<file path="src/logic/ssp_regs.svh">
// register offsets, field positions, reset values and counts of the serial port
//----------------------------------------------------------------
//----------------------------------------------------------------
`ifndef SSP_REGS_SVH
`define SSP_REGS_SVH

//----------------------------------------------------------------
// register offsets
//----------------------------------------------------------------
`define SSP_OFS_TXDATA 4'h2
`define SSP_OFS_CTRL 4'h4
`define SSP_OFS_STATUS 4'h6
`define SSP_OFS_FIFOCTL 4'h8
`define SSP_OFS_COUNT 4'ha

//----------------------------------------------------------------
// fields and reset values
//----------------------------------------------------------------
`define SSP_CTRL_RESET 16'h0000
`define SSP_CTRL_WMASK 16'h077f
`define SSP_ST_BELOW_WM 1
`define SSP_ST_UNDERRUN 3
`define SSP_ST_CTL_RX 8
`define SSP_ST_CTL_TX 9
`define SSP_FC_WM_HI 15
`define SSP_FC_WM_LO 12
`define SSP_FC_LSB 2
`define SSP_FC_FLUSH 0
`define SSP_CNT_HI 12
`define SSP_CNT_LO 8
`define SSP_FIFO_FULL 5'h10
`define SSP_BITS16 4'hf
`define SSP_BITS8 4'h7

`endif

</file>
<file path="src/logic/ssp_pkg.sv">
// types shared by the serial port transmit fifo and control logic
package ssp_pkg;

    // control register layout, bit fifteen down to bit zero
    typedef struct packed {
        logic [4:0] rsv_hi;
        logic dma_route_en;
        logic ctl_tx_irq_en;
        logic ctl_rx_irq_en;
        logic rsv7;
        logic sync_source_sel;
        logic framing_mode_bit;
        logic word_length_bit;
        logic tx_irq_en;
        logic rx_irq_en;
        logic tx_enable_bit;
        logic rx_enable_bit;
    } ssp_ctrl_t;

    // one register access from cpu or dma
    typedef struct packed {
        logic wr;
        logic rd;
        logic dma;
        logic [3:0] addr;
        logic [15:0] wdata;
    } ssp_req_t;

    // transmit engine states
    typedef enum logic [0:0] {
        SSP_IDLE = 1'b0,
        SSP_SHIFT = 1'b1
    } ssp_state_t;

endpackage : ssp_pkg

</file>
<file path="src/logic/ssp_tx_fifo_ctrl.sv">
// transmit fifo, control register and transmit shifter of the framed serial port
`timescale 1ns/10ps
`include "ssp_regs.svh"

module ssp_tx_fifo_ctrl #(
    parameter int DEPTH = 16, // transmit fifo depth
    parameter int WIDTH = 16  // transmit word width
) (
    input wire logic mclk_i,               // system clock
    input wire logic resetn_i,             // synchronous reset, low
    input wire ssp_pkg::ssp_req_t req_i,   // register access
    output logic [15:0] rdata_o,           // read data
    input wire logic rx_above_wm_i,        // receive path flag
    input wire logic ctl_rx_full_i,        // receive control-word flag
    input wire logic tx_bit_clock_i,       // transmit bit clock pin
    input wire logic tx_sync_i,            // sync pin input
    output logic tx_sync_o,                // sync pin output
    output logic tx_sync_oe_o,             // sync pin drive enable
    output logic tx_serial_o,              // transmit data pin
    output logic tx_serial_oe_o,           // transmit data drive enable
    output logic tx_irq_o,                 // transmit below watermark to cpu
    output logic tx_dma_req_o,             // transmit below watermark to dma
    output logic rx_irq_o,                 // receive-full to cpu
    output logic rx_dma_req_o,             // receive-full to dma
    output logic ctl_tx_irq_o,             // control-word empty to cpu
    output logic ctl_rx_irq_o,             // control-word full to cpu
    output logic rx_enable_o               // reception enable
);
    import ssp_pkg::*;

    //----------------------------------------------------------------
    // state
    //----------------------------------------------------------------
    ssp_ctrl_t ctrl;
    logic [3:0] tx_watermark;
    logic lsb_first;
    logic tx_buffer_flush;
    logic [WIDTH-1:0] mem [DEPTH];
    logic [3:0] wr_ptr;
    logic [3:0] rd_ptr;
    logic [4:0] tx_fill_count;
    logic tx_below_watermark_flag;
    logic tx_underrun_flag;
    ssp_state_t state;
    logic [15:0] tx_shift_reg;
    logic [3:0] bits_left;
    logic tck_s1;
    logic tck_s2;
    logic tck_s3;
    logic sync_s1;
    logic sync_s2;

    // first bit to drive for a given shift value
    function automatic logic first_bit(input logic [15:0] v, input logic wide,
                                       input logic lsb);
        logic b;
        b = lsb ? v[0] : (wide ? v[15] : v[7]);
        return b;
    endfunction : first_bit

    //----------------------------------------------------------------
    // register decode
    //----------------------------------------------------------------
    wire logic wr_data = req_i.wr && (req_i.addr == `SSP_OFS_TXDATA);
    wire logic wr_ctrl = req_i.wr && (req_i.addr == `SSP_OFS_CTRL);
    wire logic wr_stat = req_i.wr && (req_i.addr == `SSP_OFS_STATUS);
    wire logic wr_fctl = req_i.wr && (req_i.addr == `SSP_OFS_FIFOCTL);
    wire logic wide_word = ctrl.word_length_bit;
    wire logic tx_on = ctrl.tx_enable_bit;
    wire logic int_sync = ctrl.sync_source_sel;
    wire logic interval_mode = ctrl.framing_mode_bit;

    // eight bit mode keeps the low byte only
    wire logic [15:0] wr_word = wide_word ? req_i.wdata : {8'h00, req_i.wdata[7:0]};
    wire logic [15:0] head = mem[rd_ptr];
    wire logic [15:0] head_word = wide_word ? head : {8'h00, head[7:0]};

    //----------------------------------------------------------------
    // transmit engine decisions
    //----------------------------------------------------------------
    wire logic tck_rise = tck_s2 && !tck_s3;
    wire logic has_data = (tx_fill_count != 5'h00);
    wire logic start_int = tx_on && int_sync && has_data;
    wire logic start_ext = tx_on && !int_sync && sync_s2;
    wire logic idle_start = (state == SSP_IDLE) && (start_int || start_ext);
    // continuous mode carries on without a new sync
    wire logic cont_next = (state == SSP_SHIFT) && (bits_left == 4'h0)
                           && !interval_mode && has_data;
    wire logic load_new = tck_rise && tx_on && has_data && (idle_start || cont_next);
    wire logic shift_on = tck_rise && tx_on && (state == SSP_SHIFT)
                          && (bits_left != 4'h0);
    wire logic underrun = tck_rise && (state == SSP_IDLE) && start_ext && !has_data;
    wire logic word_done = tck_rise && (state == SSP_SHIFT) && (bits_left == 4'h0);

    //----------------------------------------------------------------
    // fifo bookkeeping
    //----------------------------------------------------------------
    wire logic push = wr_data && (tx_fill_count != `SSP_FIFO_FULL) && !tx_buffer_flush;
    wire logic pop = load_new && !tx_buffer_flush;
    wire logic [4:0] next_count = 5'(tx_fill_count + {4'h0, push} - {4'h0, pop});
    wire logic [4:0] wm_ext = {1'b0, tx_watermark};
    wire logic flag_set = pop && (next_count <= wm_ext);
    wire logic flag_dma_clr = push && req_i.dma && (next_count > wm_ext);
    wire logic flag_sw_clr = wr_stat && !req_i.wdata[`SSP_ST_BELOW_WM]
                             && (tx_fill_count > wm_ext);
    wire logic underrun_clr = wr_stat && !req_i.wdata[`SSP_ST_UNDERRUN];

    //----------------------------------------------------------------
    // next values of shifter and pins
    //----------------------------------------------------------------
    wire logic [15:0] shifted = lsb_first ? (tx_shift_reg >> 1) : (tx_shift_reg << 1);
    wire logic [15:0] next_shift = load_new ? head_word
                                   : (shift_on ? shifted : tx_shift_reg);
    wire logic [3:0] next_bits = load_new ? (wide_word ? `SSP_BITS16 : `SSP_BITS8)
                                 : (shift_on ? 4'(bits_left - 4'h1) : bits_left);
    wire logic next_serial = (load_new || shift_on)
                             ? first_bit(next_shift, wide_word, lsb_first) : tx_serial_o;
    // internal sync marks the first bit of a framed word
    wire logic next_sync = tck_rise ? (load_new && (state == SSP_IDLE) && int_sync)
                           : tx_sync_o;

    //----------------------------------------------------------------
    // read mux
    //----------------------------------------------------------------
    wire logic [15:0] status_word = (16'h0001 << `SSP_ST_CTL_TX)
        | ({15'h0000, ctl_rx_full_i} << `SSP_ST_CTL_RX)
        | ({15'h0000, tx_underrun_flag} << `SSP_ST_UNDERRUN)
        | ({15'h0000, tx_below_watermark_flag} << `SSP_ST_BELOW_WM);
    wire logic [15:0] fctl_word = ({12'h000, tx_watermark} << `SSP_FC_WM_LO)
        | ({15'h0000, lsb_first} << `SSP_FC_LSB)
        | ({15'h0000, tx_buffer_flush} << `SSP_FC_FLUSH);
    wire logic [15:0] count_word = {11'h000, tx_fill_count} << `SSP_CNT_LO;
    wire logic [15:0] next_rdata =
        (req_i.addr == `SSP_OFS_TXDATA) ? head_word :
        (req_i.addr == `SSP_OFS_CTRL) ? 16'(ctrl) :
        (req_i.addr == `SSP_OFS_STATUS) ? status_word :
        (req_i.addr == `SSP_OFS_FIFOCTL) ? fctl_word :
        (req_i.addr == `SSP_OFS_COUNT) ? count_word : 16'h0000;

    //----------------------------------------------------------------
    // pin synchronisers
    //----------------------------------------------------------------
    // two stages before use, third stage for the edge
    always_ff @(posedge mclk_i) begin
        tck_s1 <= tx_bit_clock_i;
        tck_s2 <= tck_s1;
        tck_s3 <= tck_s2;
        sync_s1 <= tx_sync_i;
        sync_s2 <= sync_s1;
    end

    //----------------------------------------------------------------
    // control and fifo control registers
    //----------------------------------------------------------------
    // reserved bits masked to zero
    always_ff @(posedge mclk_i) begin
        if (!resetn_i) begin
            ctrl <= ssp_ctrl_t'(`SSP_CTRL_RESET);
            tx_watermark <= 4'h0;
            lsb_first <= 1'b0;
            tx_buffer_flush <= 1'b0;
        end else begin
            if (wr_ctrl) begin
                ctrl <= ssp_ctrl_t'(req_i.wdata & `SSP_CTRL_WMASK);
            end
            if (wr_fctl) begin
                tx_watermark <= req_i.wdata[`SSP_FC_WM_HI:`SSP_FC_WM_LO];
                lsb_first <= req_i.wdata[`SSP_FC_LSB];
                tx_buffer_flush <= req_i.wdata[`SSP_FC_FLUSH];
            end
        end
    end

    //----------------------------------------------------------------
    // fifo storage and pointers
    //----------------------------------------------------------------
    // storage needs no reset
    always_ff @(posedge mclk_i) begin
        if (push) begin
            mem[wr_ptr] <= wr_word;
        end
    end

    // flush or reset empties the fifo
    always_ff @(posedge mclk_i) begin
        if (!resetn_i || tx_buffer_flush) begin
            wr_ptr <= 4'h0;
            rd_ptr <= 4'h0;
            tx_fill_count <= 5'h00;
        end else begin
            wr_ptr <= push ? 4'(wr_ptr + 4'h1) : wr_ptr;
            rd_ptr <= pop ? 4'(rd_ptr + 4'h1) : rd_ptr;
            tx_fill_count <= next_count;
        end
    end

    //----------------------------------------------------------------
    // status flags, set beats clear
    //----------------------------------------------------------------
    always_ff @(posedge mclk_i) begin
        if (!resetn_i || tx_buffer_flush) begin
            tx_below_watermark_flag <= 1'b1;
            tx_underrun_flag <= 1'b0;
        end else begin
            if (flag_set) begin
                tx_below_watermark_flag <= 1'b1;
            end else if (flag_dma_clr || flag_sw_clr) begin
                tx_below_watermark_flag <= 1'b0;
            end
            if (underrun) begin
                tx_underrun_flag <= 1'b1;
            end else if (underrun_clr) begin
                tx_underrun_flag <= 1'b0;
            end
        end
    end

    //----------------------------------------------------------------
    // transmit engine
    //----------------------------------------------------------------
    // moves on rising bit clock edges; reset or transmit disable forces idle
    always_ff @(posedge mclk_i) begin
        if (!resetn_i || !tx_on) begin
            state <= SSP_IDLE;
            tx_shift_reg <= 16'h0000;
            bits_left <= 4'h0;
        end else begin
            unique case (state)
                SSP_IDLE: begin
                    state <= load_new ? SSP_SHIFT : SSP_IDLE;
                end
                SSP_SHIFT: begin
                    // interval mode goes back for a new sync
                    state <= (word_done && !load_new) ? SSP_IDLE : SSP_SHIFT;
                end
            endcase
            tx_shift_reg <= next_shift;
            bits_left <= next_bits;
        end
    end

    //----------------------------------------------------------------
    // registered outputs
    //----------------------------------------------------------------
    always_ff @(posedge mclk_i) begin
        if (!resetn_i) begin
            rdata_o <= 16'h0000;
            tx_serial_o <= 1'b0;
            tx_serial_oe_o <= 1'b0;
            tx_sync_o <= 1'b0;
            tx_sync_oe_o <= 1'b0;
        end else begin
            rdata_o <= req_i.rd ? next_rdata : rdata_o;
            tx_serial_o <= next_serial;
            tx_serial_oe_o <= tx_on;
            tx_sync_o <= tx_on && next_sync;
            tx_sync_oe_o <= tx_on && int_sync;
        end
    end

    // requests: bit ten splits data requests, control words go to cpu
    always_ff @(posedge mclk_i) begin
        if (!resetn_i) begin
            tx_irq_o <= 1'b0;
            tx_dma_req_o <= 1'b0;
            rx_irq_o <= 1'b0;
            rx_dma_req_o <= 1'b0;
            ctl_tx_irq_o <= 1'b0;
            ctl_rx_irq_o <= 1'b0;
            rx_enable_o <= 1'b0;
        end else begin
            tx_irq_o <= tx_below_watermark_flag && ctrl.tx_irq_en
                        && !ctrl.dma_route_en;
            tx_dma_req_o <= tx_below_watermark_flag && ctrl.tx_irq_en
                            && ctrl.dma_route_en;
            rx_irq_o <= rx_above_wm_i && ctrl.rx_irq_en
                        && !ctrl.dma_route_en;
            rx_dma_req_o <= rx_above_wm_i && ctrl.rx_irq_en
                            && ctrl.dma_route_en;
            ctl_tx_irq_o <= ctrl.ctl_tx_irq_en;
            ctl_rx_irq_o <= ctrl.ctl_rx_irq_en && ctl_rx_full_i;
            rx_enable_o <= ctrl.rx_enable_bit;
        end
    end

endmodule : ssp_tx_fifo_ctrl

</file>
<file path="config.mk">
export PLATFORM = sky130hd
export DESIGN_NAME = ssp_tx_fifo_ctrl
export DESIGN_NICKNAME = d
export VERILOG_FILES = /design/src/logic/ssp_pkg.sv /design/src/logic/ssp_tx_fifo_ctrl.sv
export VERILOG_INCLUDE_DIRS = /design/src /design/src/logic
export SDC_FILE = /design/constraint.sdc
export NUM_CORES = 1
export LEC_CHECK = 0
export BUFFER_PORTS_ARGS = -buffer_cell sky130_fd_sc_hd__buf_2
export CAP_MARGIN = 10
export CORE_ASPECT_RATIO = 0.5
export CORE_UTILIZATION = 65
export CTS_BUF_LIST = sky130_fd_sc_hd__clkbuf_4
export CTS_CLUSTER_SIZE = 16
export DETAILED_ROUTE_END_ITERATION = 7
export GPL_TIMING_DRIVEN = 1
export PLACE_DENSITY_LB_ADDON = 0.12
export SLEW_MARGIN = 20
export SYNTH_ARGS = -nofsm -noshare
export SYNTH_HDL_FRONTEND = slang
export SYNTH_SLANG_ARGS = --single-unit
</file>
<file path="constraint.sdc">
create_clock -name mclk_i -period 10.1 [get_ports mclk_i]
set_input_delay 2.02 -clock mclk_i [delete_from_list [all_inputs] [get_ports mclk_i]]
set_output_delay 2.02 -clock mclk_i [all_outputs]
set_load 0.005 [all_outputs]
</file>
## Yosys cells after proc, flatten, opt, wreduce, memory -nomap -nowiden

Memories as Yosys holds them, arrays and structs flattened. A register that Yosys moved wholly into a read port is not among the register bits.
Index checks and enable logic that the tools add are counted.

| storage, ports and cells | value |
|---|---|
| flip-flop bits (word level) | 84 |
| latch bits | 0 |
| bits in writable memories | 256 |
| memory bits (read-only) | 0 |
| bits of input ports | 29 |
| output and inout port bits | 27 |
| memories kept | 1 |

| operators by class | value |
|---|---|
| $add $sub $neg | 5 |
| $mul | 0 |
| divide/modulo/power cells | 0 |
| magnitude comparators | 3 |
| eq/ne operators | 6 |
| shifts and indexed selects | 0 |
| mux-type cells | 25 |
| bitwise logic cells | 5 |
| reductions and logical operators | 66 |

Memories:

| name | words | bits a word | read ports | clocked after memory_dff | wr ports | RTL line | text |
|---|---|---|---|---|---|---|---|
| mem | 16 | 16 | 1 | 1 | 1 | ssp_tx_fifo_ctrl.sv:38 | `logic [WIDTH-1:0] mem [DEPTH];` |

Operators by type and width:

| kind | count |
|---|---|
| 16-bit 2-to-1 mux | 9 |
| 1-bit logical AND | 43 |
| 4-bit 2-to-1 mux | 5 |
| 16-bit by 1-bit OR with 16-bit output | 1 |
| 16-bit by 3-bit OR with 16-bit output | 1 |
| 13-bit 2-to-1 mux | 1 |
| 1-bit zero test | 11 |
| 5-bit by 4-bit > comparator with 1-bit output | 2 |
| 10-bit by 2-bit OR with 10-bit output | 1 |
| 10-bit by 4-bit OR with 10-bit output | 1 |
| 1-bit 2-to-1 mux | 9 |
| 4-bit by 1-bit adder with 4-bit output (second input constant) | 2 |
| 4-bit by 3-bit equality test with 1-bit output (second input constant) | 2 |
| 4-bit equality test (second input constant) | 2 |
| 1-bit logical OR | 6 |
| 5-bit by 1-bit adder with 5-bit output | 1 |
| 5-bit by 4-bit <= comparator with 1-bit output | 1 |
| 5-bit inequality test (second input constant) | 1 |
| 5-bit nonzero test | 1 |
| 5-bit by 1-bit subtractor with 5-bit output | 1 |
| 4-bit by 2-bit equality test with 1-bit output (second input constant) | 1 |
| 4-bit zero test | 1 |
| 2-bit nonzero test | 2 |
| 4-bit nonzero test | 1 |
| other kinds (4) | 4 |

## Longest topological paths before layout

Gate-level depths: netlist (run 1).

| logic depth | value |
|---|---|
| depth in word-level cells | 12 |
| gate-level depth with buffers | 17 |

## Worst setup path before layout (run 1)

OpenSTA, ideal clock, no wires.

| timing path | value |
|---|---|
| path type | input to register |
| from | input port req_i[16] (netlist bit) |
| to | register tx_below_watermark_flag |
| data arrival time | 4,962 ps |
| data required time | 10,026 ps |
| path slack | 5,064 ps |
| stages | 15 |
| cells stage by stage | clkbuf_1 > nor3_1 > and4b_1 > clkbuf_1 > or3_1 > nand2_1 > ha_1 > fa_1 > ha_1 > nor2b_1 > o21a_1 > o21a_1 > o21ai_0 > nand3_1 > a31oi_1 |

| between the ends | value |
|---|---|
| longest elaborated chain between the ends | 9 |

Ends and longest elaborated chain:

| element | RTL line | text |
|---|---|---|
| start: declaration | ssp_tx_fifo_ctrl.sv:11 | `input wire ssp_pkg::ssp_req_t req_i,` |
| 4-bit by 2-bit equality test with 1-bit output (no line) (*) | n/a |  |
| 1-bit logical AND (*) | ssp_tx_fifo_ctrl.sv:64 | `` wire logic wr_data = req_i.wr && (req_i.addr == `SSP_OFS_TXDATA); `` |
| 1-bit logical AND (*) (2 in series) | ssp_tx_fifo_ctrl.sv:98 | `` wire logic push = wr_data && (tx_fill_count != `SSP_FIFO_FULL) && !tx_buffer_flush; `` |
| 5-bit by 1-bit adder with 5-bit output (*) | ssp_tx_fifo_ctrl.sv:100 | `wire logic [4:0] next_count = 5'(tx_fill_count + {4'h0, push} - {4'h0, pop});` |
| 5-bit by 1-bit subtractor with 5-bit output (*) | ssp_tx_fifo_ctrl.sv:100 |  |
| net next_count[1] | ssp_tx_fifo_ctrl.sv:100 |  |
| 5-bit by 4-bit <= comparator with 1-bit output or 5-bit by 4-bit > comparator with 1-bit output (tied branches) | ssp_tx_fifo_ctrl.sv:102, ssp_tx_fifo_ctrl.sv:103 |  |
| 1-bit logical AND (on tied branches) | ssp_tx_fifo_ctrl.sv:102, ssp_tx_fifo_ctrl.sv:103 |  |
| 2-bit OR reduction (no line) or 1-bit logical OR (tied branches) | n/a |  |
| end signal: assignment | ssp_tx_fifo_ctrl.sv:202 | `tx_below_watermark_flag <= 1'b1;` |
| end signal: assignment | ssp_tx_fifo_ctrl.sv:206 | `tx_below_watermark_flag <= 1'b1;` |
| end signal: assignment | ssp_tx_fifo_ctrl.sv:208 | `tx_below_watermark_flag <= 1'b0;` |
| end: declaration | ssp_tx_fifo_ctrl.sv:42 | `logic tx_below_watermark_flag;` |

The timed path passes the listed nets; every way through them passes the cells marked *.
A chain may end at the register's enable or synchronous reset.

## Worst setup path in the final report (run 1)

| timing path | value |
|---|---|
| from | input port req_i[17] (netlist bit) |
| to | register tx_below_watermark_flag |

Same word-level chain as after synthesis.

==> results by group, run 1 <==
Synthesis
  • Post-synth top area cell: edfxtp_1
  • Synth top area share: 0.5461
  • Mapped cell area: 14080 um2
  • Mapped Cells: 903
  • Register bit total from synthesis: 344
  • Post-synthesis sequential area ratio: 0.6713
  • Top FF cell, synth: edfxtp_1
  • Synth Area per Inst: 15.59 um2
  • Mapped Nets: 953
  • Post-synth EDFFs: 256
  • Most area-consuming cells after synthesis: edfxtp_1, dfxtp_1, mux4_2
  • Async SR Flop Fraction: 0
  • Yosys warns: 0
  • Distinct cells, synth: 60

Floorplanning
  • Num ports: 56
  • Die Ht: 106.1 um
  • Core Region: 20880 um2
  • Die ar.: 22280 um2
  • Num rows: 37
  • Starting Density: 0.6742
  • Die width: 210.1 um

Critical path
  • Worst Path Buf+Inv: 2
  • Critical Path AT: 5.68 ns
  • Endpoint kind of the worst setup timing path: flip-flop
  • Critical path class: in2reg
  • Critical Path Fanout Max: 12
  • Slowest cell delay on critical path: 0.56 ns
  • Crit-path cells: buf_2, nand2b_1, nor3_1, buf_4, and4b_1, or3_1, nand2_1, ha_1, fa_1, ha_1, nor2b_1, o21a_1, o21a_1, o21ai_0, nand3_1, a31oi_1
  • Data required, critical path: 10.69 ns
  • CP Launch Type: input pin
  • Cell family with most CP delay: simple AND/OR/NAND/NOR gates
  • Slowest cell on the critical path: and4b_1

Timing
  • RSZ-0062 raised after global routing: false
  • Fmax: 196.7 MHz
  • Period utilization: 0.5034
  • Slew Limit Headroom: 0.2829
  • Worst Skew: 0.06293 ns
  • Final setup viols: 0
  • TNS Setup: 0 ns
  • Hold violation count in the final report: 0
  • Worst slew pin tran: 1.074 ns
  • Max-slew violation count: 0
  • Period minus WS final: 5.084 ns

CTS
  • Worst-path clk slew: 0.06 ns
  • # Post-CTS Setup Buffers: 0
  • # resized after CTS: 0
  • Clk Latency, worst-skew pair: 0.72 ns
  • CTS Buf Count: 74
  • Clk sinks: 344
  • H-tree lvl count: 3
  • CTS max path bufs: 3
  • Hold Buf Count CTS: 0
  • CTS root buffer: clkbuf_4
  • CTS tree: built

Global route
  • Total Routing Usage GR: 0.3113
  • Initial antenna violation count: 2
  • First-pass GRT wire length: 50.00 mm
  • Total grt overflow: 0
  • Vias in the first global route: 8332
  • Largest net degree at the start of global routing: 61

Routing
  • Drt drc: 0
  • Initial DRC Count: 1066
  • Via density per instance: 6.351
  • Routed Antenna Nets: 0
  • Vias: 8542
  • Routed WL per cell: 24.47 um
  • Drt first pass iters: 7
  • Total Wirelength: 32.91 mm

Flow run
  • Max Cap Viol: 0

Final layout
  • Commonest cells after routing, fill and taps aside: edfxtp_1, clkbuf_4, dfxtp_1
  • Final cell count without fillers: 1345
  • Layout cells sized above 1: 0.2892
  • Largest register FFs: 256
  • Nets: 1046
  • Most common cell after layout, fill and taps aside: edfxtp_1
  • Final core utilization: 0.7482
  • P&R area growth vs syn: 10.99%

Placed design
  • Final GP Congestion: 0.9142
  • Inst Count DP: 1212
  • Port Buf Inserts: 55
  • DP Wirelength: 20.55 mm

Min path
  • Hold crit path type: reg2reg

Outcome
  • Status: complete, no violations

Pwr
  • Pwr/cell area: 171.1 nW/um2
  • Leak Pwr: 0.005182 uW
  • Max VDD drop: 0.0001020 V
[worst paths after layout]
check	start	end	slack [ns]	cells after the start
setup reg to reg	bits_left[0]$_SDFFE_PP0P_	tx_below_watermark_flag$_SDFFE_PP1P_	5.56	15
hold / removal	tck_s1$_DFF_P_	tck_s2$_DFF_P_	0.33	0
setup / recovery	req_i[17]	tx_below_watermark_flag$_SDFFE_PP1P_	5.02	16
hold reg to reg	tck_s1$_DFF_P_	tck_s2$_DFF_P_	0.33	0
[synthesized netlist by cell type, types with 2 or more instances]
master	instances
nand3b_1	2
nor2b_1	12
nand3_1	42
o21ai_0	16
o211ai_1	5
a21oi_1	35
nor4_1	3
a21boi_1	15
mux4_2	74
mux2_2	11
o21a_1	3
clkbuf_1	30
mux2i_1	18
dfxtp_1	88
and3_1	3
and2_1	15
o21ai_1	5
inv_1	18
inv_2	2
a22oi_1	6
or3_1	2
nand2_1	62
buf_12	2
xor2_1	8
nor3_1	9
a21boi_0	6
nand4b_1	2
a31oi_1	10
xnor2_1	4
o31a_1	2
edfxtp_1	256
a21o_1	3
a222oi_1	3
buf_4	3
nand2b_1	9
a221oi_1	5
buf_6	3
a211oi_1	7
buf_2	10
nand4_1	8
nor2_1	45
buf_1	4
ha_1	20
[area by class of cell]
cell class,count,area (um2)
sequential,344,9455
fill,1248,5256
multi-input combinational,486,4339
clock buffer,116,870.8
timing repair buffer,70,387.9
tap,292,365.4
clock inverter,15,123.9
inverter,20,75.07
antenna,2,5.005
[where the power goes]
group          internal [uW]  total [uW]  switching, uW  leakage [uW]
Combinational           15.1        50.6           35.6       0.00148
Sequential              1510        1510           3.20       0.00311
Clock                    575        1110            534      0.000591
Total                   2100        2670            573       0.00518
[cell families (layout without fill, tap and decap cells)]
kind of cell,Yosys count,in the layout,synth area share
other,0,2,0
adder cells (fa/ha/maj),21,21,0.01920
flip-flops,344,344,0.6713
buffers and inverters,73,221,0.02533
AO/OA/AOI/OAI,130,130,0.06089
XOR/XNOR,12,12,0.007467
AND/OR/NAND/NOR,220,220,0.07582
multiplexers,103,103,0.1400
[stage by stage]
step / setup slack [ns] / total power (uW) / hold slack [ns] / cell area (um2)
2_1_floorplan: 5.064 / 1568 / 0.3096 / 14080
3_3_place_gp: 4.567 / 1593 / 0.3189 / 14620
3_5_place_dp: 4.434 / 1595 / 0.3132 / 14620
4_1_cts: 5.132 / 2687 / 0.3357 / 15620
5_1_grt: 4.829 / 2766 / 0.3395 / 15620
6_report: 5.016 / 2673 / 0.3306 / 15620
[routing by layer]
metal	GRT usage	wire length (um)	up-vias
li1	-	-	3734
met3	0.1016	4308	56
met5	0	0	-
met1	0.4707	13720	4265
met4	0.09541	552	0
met2	0.4319	14330	487
Note: power is estimated with default switching activity, not from simulation.
==> run 2, diff against run 1 <==
- CORE_UTILIZATION: 65 -> 64
- clock period: 10.1 -> 4.75 ns (I/O delays scaled with it)
==> run 2 against run 1 <==
Compared with the run above:
- clock power up 110%
- power up 110%
- largest cell class unchanged
- critical path depth unchanged
- setup slack got worse by 4.4 ns
- critical endpoint unchanged
- non-clock buffer count is 21 higher
- sequential share of layout area is 0.67 points lower
- largest power group unchanged
==> results by group, run 2 (synthesis results as in run 1) <==
Critical path
  • Data required, critical path: 5.38 ns (-5.31 ns)
  • Worst r2r src: tx_fill_count[3]$_SDFF_PP0_
  • Reg2reg end: tx_below_watermark_flag$_SDFFE_PP1P_
  • Critical Path Fanout Max: 4 (-8)
  • Critical path class: reg2reg
  • Endpoint kind of the worst setup timing path: flip-flop
  • R2r setup slk: 0.58 ns (-4.98 ns)
  • R2R cell count: 16 (+1)
  • Critical Path AT: 4.81 ns (-0.87 ns)
  • CP Launch Type: flip-flop

Floorplanning
  • Core Region: 21060 um2 (+0.89%)
  • Die Ht: 106.9 um (+0.76%)
  • Die width: 211.7 um (+0.77%)
  • Num rows: 37 (unchanged)
  • Starting Density: 0.6683 (-0.005927)
  • Die ar.: 22630 um2 (+1.5%)
  • Num ports: 56 (unchanged)

Timing
  • Max-slew violation count: 0 (unchanged)
  • Hold violation count in the final report: 0 (unchanged)
  • Worst Skew: 0.03325 ns (-0.02968 ns)
  • TNS Setup: 0 ns (unchanged)
  • Worst slew pin tran: 1.076 ns (+0.001167 ns)
  • Slew Limit Headroom: 0.2819 (-0.0009880)
  • Final setup viols: 0 (unchanged)
  • RSZ-0062 raised after global routing: false
  • Period utilization: 0.8787
  • Fmax: 239.6 MHz
  • Period minus WS final: 4.174 ns

Final layout
  • Nets: 1067 (+2.0%)
  • Layout cells sized above 1: 0.3046 (+0.01534)
  • Final core utilization: 0.7500 (+0.001738)
  • Largest register FFs: 256 (unchanged)
  • P&R area growth vs syn: 12.23%
  • Commonest cells after routing, fill and taps aside: edfxtp_1, clkbuf_4, dfxtp_1
  • Most common cell after layout, fill and taps aside: edfxtp_1

Global route
  • Largest net degree at the start of global routing: 44 (-28%)
  • Total grt overflow: 0 (unchanged)
  • Vias in the first global route: 8434 (+1.2%)
  • Total Routing Usage GR: 0.3112 (about the same)
  • Initial antenna violation count: 2 (unchanged)
  • First-pass GRT wire length: 49.67 mm (-0.68%)

Routing
  • Drt drc: 0 (unchanged)
  • Drt first pass iters: 5 (-2)
  • Initial DRC Count: 929 (-13%)
  • Routed Antenna Nets: 0 (unchanged)
  • Vias: 8522 (-0.23%)
  • Total Wirelength: 33.27 mm (+1.1%)
  • Routed WL per cell: 24.46 um (about the same)
  • Via density per instance: 6.266 (-1.3%)

Min path
  • Hold path cells: 0 (unchanged)
  • Worst Hold Endpoint: tck_s2$_DFF_P_
  • Hold crit path type: reg2reg
  • Hold Startpoint: tck_s1$_DFF_P_

Placed design
  • Final GP Congestion: 0.8851 (-3.2%)
  • DP Wirelength: 21.55 mm (+4.9%)
  • Port Buf Inserts: 55 (unchanged)

Pwr
  • Max VDD drop: 0.0002408 V (+140%)
  • Pwr/cell area: 360.7 nW/um2 (+110%)
  • Leak Pwr: 0.005273 uW (+1.8%)

CTS
  • CTS root buffer: clkbuf_4
  • Hold Buf Count CTS: 0 (unchanged)
  • # Post-CTS Setup Buffers: 0 (unchanged)
  • Worst-path clk slew: 0.07 ns (about the same)
  • Clk sinks: 344 (unchanged)
  • # resized after CTS: 0 (unchanged)
  • CTS Buf Count: 74 (unchanged)
  • H-tree lvl count: 3 (unchanged)
  • CTS tree: built
  • CTS max path bufs: 3 (unchanged)
  • Clk Latency, worst-skew pair: 0.73 ns (about the same)

Outcome
  • Status: complete, no violations

Flow run
  • Max Cap Viol: 0 (unchanged)
run 2: cell types whose count changed in the layout (fill, tap and decap cells not counted), moves of 2 or more:
cell / before / now
buf_4: 15 / 35
clkbuf_4: 116 / 119
clkinv_4: 2 / 0
clkinv_1: 8 / 3
run 2: worst max-delay path by stage:
| stage | end | from | depth (start not counted) |
|---|---|---|---|
| floorplan | tx_below_watermark_flag$_SDFFE_PP1P_ | req_i[16] | 15 |
| global placement | tx_below_watermark_flag$_SDFFE_PP1P_ | req_i[17] | 15 |
| detailed placement | tx_below_watermark_flag$_SDFFE_PP1P_ | tx_fill_count[3]$_SDFF_PP0_ | 16 |
| CTS | tx_below_watermark_flag$_SDFFE_PP1P_ | tx_fill_count[3]$_SDFF_PP0_ | 16 |
| global route | tx_below_watermark_flag$_SDFFE_PP1P_ | tx_fill_count[3]$_SDFF_PP0_ | 16 |
| finish | tx_below_watermark_flag$_SDFFE_PP1P_ | tx_fill_count[3]$_SDFF_PP0_ | 16 |
run 2: stage by stage:
| stage | hold WS, ns | power (uW) | instance area [um2] | setup WS, ns | instances |
|---|---|---|---|---|---|
| floorplan | 0.3096 | 3333 | 14080 | 0.7836 | 903 |
| finish | 0.3417 | 5698 | 15800 | 0.5761 | 1360 |
| global route | 0.3133 | 5892 | 15800 | 0.4091 | 1360 |
| detailed placement | 0.3168 | 3388 | 14790 | 0.6361 | 1233 |
| global placement | 0.3300 | 3386 | 14790 | 0.7240 | 1233 |
| CTS | 0.3086 | 5736 | 15800 | 0.6173 | 1359 |
run 2: cell type report:
class                      count  area (um2)
antenna                        1       2.502
sequential                   344        9455
clock buffer                 119       893.4
clock inverter                 7       108.9
timing repair buffer          91       558.0
tap                          292       365.4
fill                        1317        5266
multi-input combinational    486        4339
inverter                      20       75.07
run 2: worst max-delay path, stage by stage (launching register included):
cell	delay (ns)
dfxtp_1	0.41
inv_1	0.10
ha_1	0.19
nor4b_1	0.14
buf_4	0.16
or4_1	0.65
or3_1	0.46
nand2_1	0.09
ha_1	0.18
fa_1	0.46
ha_1	0.31
nor2b_1	0.13
o21a_1	0.16
o21a_1	0.15
o21ai_0	0.21
nand3_1	0.12
a31oi_1	0.17
run 2: power by group:
| group | internal [uW] | switching (uW) | leakage, uW |
|---|---|---|---|
| clock network | 1290 | 1090 | 0.000595 |
| registers | 3210 | 6.35 | 0.00308 |
| logic | 32.5 | 73.3 | 0.00160 |
run 2: per-layer routing:
layer  GRT usage  part of all wire  vias up
met5           0                 0        -
li1            -                 -     3782
met1      0.4411              0.41     4223
met4      0.1123             0.022        0
met3      0.1005              0.12       58
met2      0.4570              0.45      459
==> run 3, diff against run 2 <==
- CORE_MARGIN: default -> 1.5
- SLEW_MARGIN: 20 -> default
==> run 3 against run 2 <==
Compared with the run above:
- clock-buffer cell count shrank 6
- via count shrank 1.0%
- clock skew up 0.0091 ns
- global-route usage is 0.89 points lower
- combinational power about the same
- clock power shrank 2%
- first-iteration DRC count is 0.65% lower
- sequential share of layout area rose by 0.22 points
==> results by group, run 3 (synthesis results as in run 1) <==
Timing
  • RSZ-0062 raised after global routing: false
  • Worst Skew: 0.04238 ns (+0.009132 ns)
  • Worst slew pin tran: 1.302 ns (+0.2266 ns)
  • Final Hold Slack: 0.3061 ns (-0.03564 ns)
  • Slew Limit Headroom: 0.1252 (-0.1568)
  • Period minus WS final: 4.177 ns (+0.002979 ns)
  • Min setup slack post-route: 0.5731 ns (-0.002979 ns)
  • Hold violation count in the final report: 0 (unchanged)
  • Max-slew violation count: 0 (unchanged)
  • Period utilization: 0.8793 (about the same)
  • Final setup viols: 0 (unchanged)
  • TNS Setup: 0 ns (unchanged)
  • Fmax: 239.4 MHz (about the same)

CTS
  • Clk Latency, worst-skew pair: 0.77 ns (+0.04 ns)
  • Worst-path clk slew: 0.06 ns (about the same)
  • H-tree lvl count: 3 (unchanged)
  • # Post-CTS Setup Buffers: 0 (unchanged)
  • Hold Buf Count CTS: 0 (unchanged)
  • CTS max path bufs: 3 (unchanged)
  • CTS Buf Count: 75 (+1.4%)
  • Clk sinks: 344 (unchanged)
  • CTS tree: built
  • CTS root buffer: clkbuf_4
  • # resized after CTS: 0 (unchanged)

Outcome
  • Status: complete, no violations

Floorplanning
  • Num ports: 56 (unchanged)
  • Core Region: 21630 um2 (+2.7%)
  • Die width: 212.7 um (+0.47%)
  • Starting Density: 0.6507 (-0.01759)
  • Die ar.: 22950 um2 (+1.4%)
  • Num rows: 38 (+2.7%)
  • Die Ht: 107.9 um (+0.94%)

Critical path
  • Critical Path Fanout Max: 4 (unchanged)
  • Data required, critical path: 5.42 ns (+0.04 ns)
  • Critical path class: reg2reg
  • R2r setup slk: 0.57 ns (about the same)
  • Worst r2r src: tx_fill_count[3]$_SDFF_PP0_
  • CP Launch Type: flip-flop
  • Endpoint kind of the worst setup timing path: flip-flop
  • Reg2reg end: tx_below_watermark_flag$_SDFFE_PP1P_
  • R2R cell count: 16 (unchanged)
  • Critical Path AT: 4.85 ns (+0.04 ns)

Routing
  • Drt first pass iters: 6 (+1)
  • Via density per instance: 6.189 (-1.2%)
  • Initial DRC Count: 923 (-0.65%)
  • Vias: 8435 (-1.0%)
  • Routed Antenna Nets: 0 (unchanged)
  • Drt drc: 0 (unchanged)
  • Routed WL per cell: 24.20 um (-1.1%)
  • Total Wirelength: 32.98 mm (-0.86%)

Final layout
  • P&R area growth vs syn: 11.82%
  • Commonest cells after routing, fill and taps aside: edfxtp_1, clkbuf_4, dfxtp_1
  • Final core utilization: 0.7276 (-0.02240)
  • Largest register FFs: 256 (unchanged)
  • Most common cell after layout, fill and taps aside: edfxtp_1
  • Layout cells sized above 1: 0.2981 (-0.006479)
  • Nets: 1065 (-0.19%)

Global route
  • Total Routing Usage GR: 0.3022 (-0.008942)
  • Met2 Use GR: 0.4528 (-0.004154)
  • Largest net degree at the start of global routing: 44 (unchanged)
  • Met1 Resource Use GR: 0.4262 (-0.01491)
  • Routing usage on met3: 0.09393 (-0.006536)
  • Initial antenna violation count: 0 (-2)
  • First-pass GRT wire length: 48.86 mm (-1.6%)
  • Total grt overflow: 0 (unchanged)
  • Vias in the first global route: 8064 (-4.4%)
  • GR peak layer: met2

Min path
  • Hold Startpoint: tx_bit_clock_i
  • Worst Hold Endpoint: tck_s1$_DFF_P_
  • Hold crit path type: in2reg
  • Hold path cells: 1 (+1)

Placed design
  • DP Wirelength: 20.84 mm (-3.3%)
  • Port Buf Inserts: 55 (unchanged)
  • Dpl ws: 0.6173 ns (-0.01880 ns)
  • Final GP Congestion: 0.8820 (-0.35%)

Pwr
  • Leak Pwr: 0.005229 uW (-0.82%)
  • Pwr/cell area: 359.0 nW/um2 (-0.47%)
  • Design Power: 5651 uW (-0.83%)
  • Max VDD drop: 0.0002300 V (-4.5%)

Flow run
  • Max Cap Viol: 0 (unchanged)
## run 3: cell count changes in the layout (fill, tap and decap cells not counted)
| cell | change |
|---|---|
| buf_12 | -1 |
| clkinv_1 | +2 |
| clkbuf_4 | -6 |
| diode_2 | +2 |
| buf_4 | -2 |
## run 3: worst max path at each step
stage                                      from                              endpoint  slack, ns  cells past startpoint
CTS                 tx_fill_count[3]$_SDFF_PP0_  tx_below_watermark_flag$_SDFFE_PP1P_       0.58                     16
global placement                      req_i[17]  tx_below_watermark_flag$_SDFFE_PP1P_       0.73                     15
floorplan                             req_i[16]  tx_below_watermark_flag$_SDFFE_PP1P_       0.78                     15
global route        tx_fill_count[3]$_SDFF_PP0_  tx_below_watermark_flag$_SDFFE_PP1P_       0.43                     16
detailed placement  tx_fill_count[3]$_SDFF_PP0_  tx_below_watermark_flag$_SDFFE_PP1P_       0.62                     16
finish              tx_fill_count[3]$_SDFF_PP0_  tx_below_watermark_flag$_SDFFE_PP1P_       0.57                     16
## run 3: final cells by class
class                      count  area (um2)
fill                        1392        5893
timing repair buffer          88       523.0
sequential                   344        9455
multi-input combinational    486        4339
antenna                        3       7.507
inverter                      20       75.07
clock buffer                 113       848.3
tap                          300       375.4
clock inverter                 9       116.4
## run 3: per-layer routing
metal,vias up,part of all wire
met3,54,0.12
met4,0,0.015
met2,445,0.45
li1,3771,-
met1,4165,0.42
met5,-,0
## run 3: power breakdown
group / leakage (uW) / total [uW] / switching [uW] / internal [uW]
registers: 0.00308 / 3220 / 6.49 / 3210
logic: 0.00158 / 107 / 74.5 / 32.5
clock network: 0.000570 / 2330 / 1090 / 1240
## run 3: worst max-delay path, cell delays in order (launching register included)
cell	delay [ns]
dfxtp_1	0.41
inv_1	0.11
ha_1	0.20
nor4b_1	0.15
buf_4	0.17
or4_1	0.64
or3_1	0.45
nand2_1	0.09
ha_1	0.19
fa_1	0.47
ha_1	0.31
nor2b_1	0.13
o21a_1	0.16
o21a_1	0.16
o21ai_0	0.21
nand3_1	0.10
a31oi_1	0.16
## run 3: metrics by stage
step / area (um2) / std cells
after global routing: 15730 / 1360
after global placement: 14770 / 1238
final: 15740 / 1363
after floorplan: 14080 / 903
after detailed placement: 14770 / 1238
after CTS: 15730 / 1360
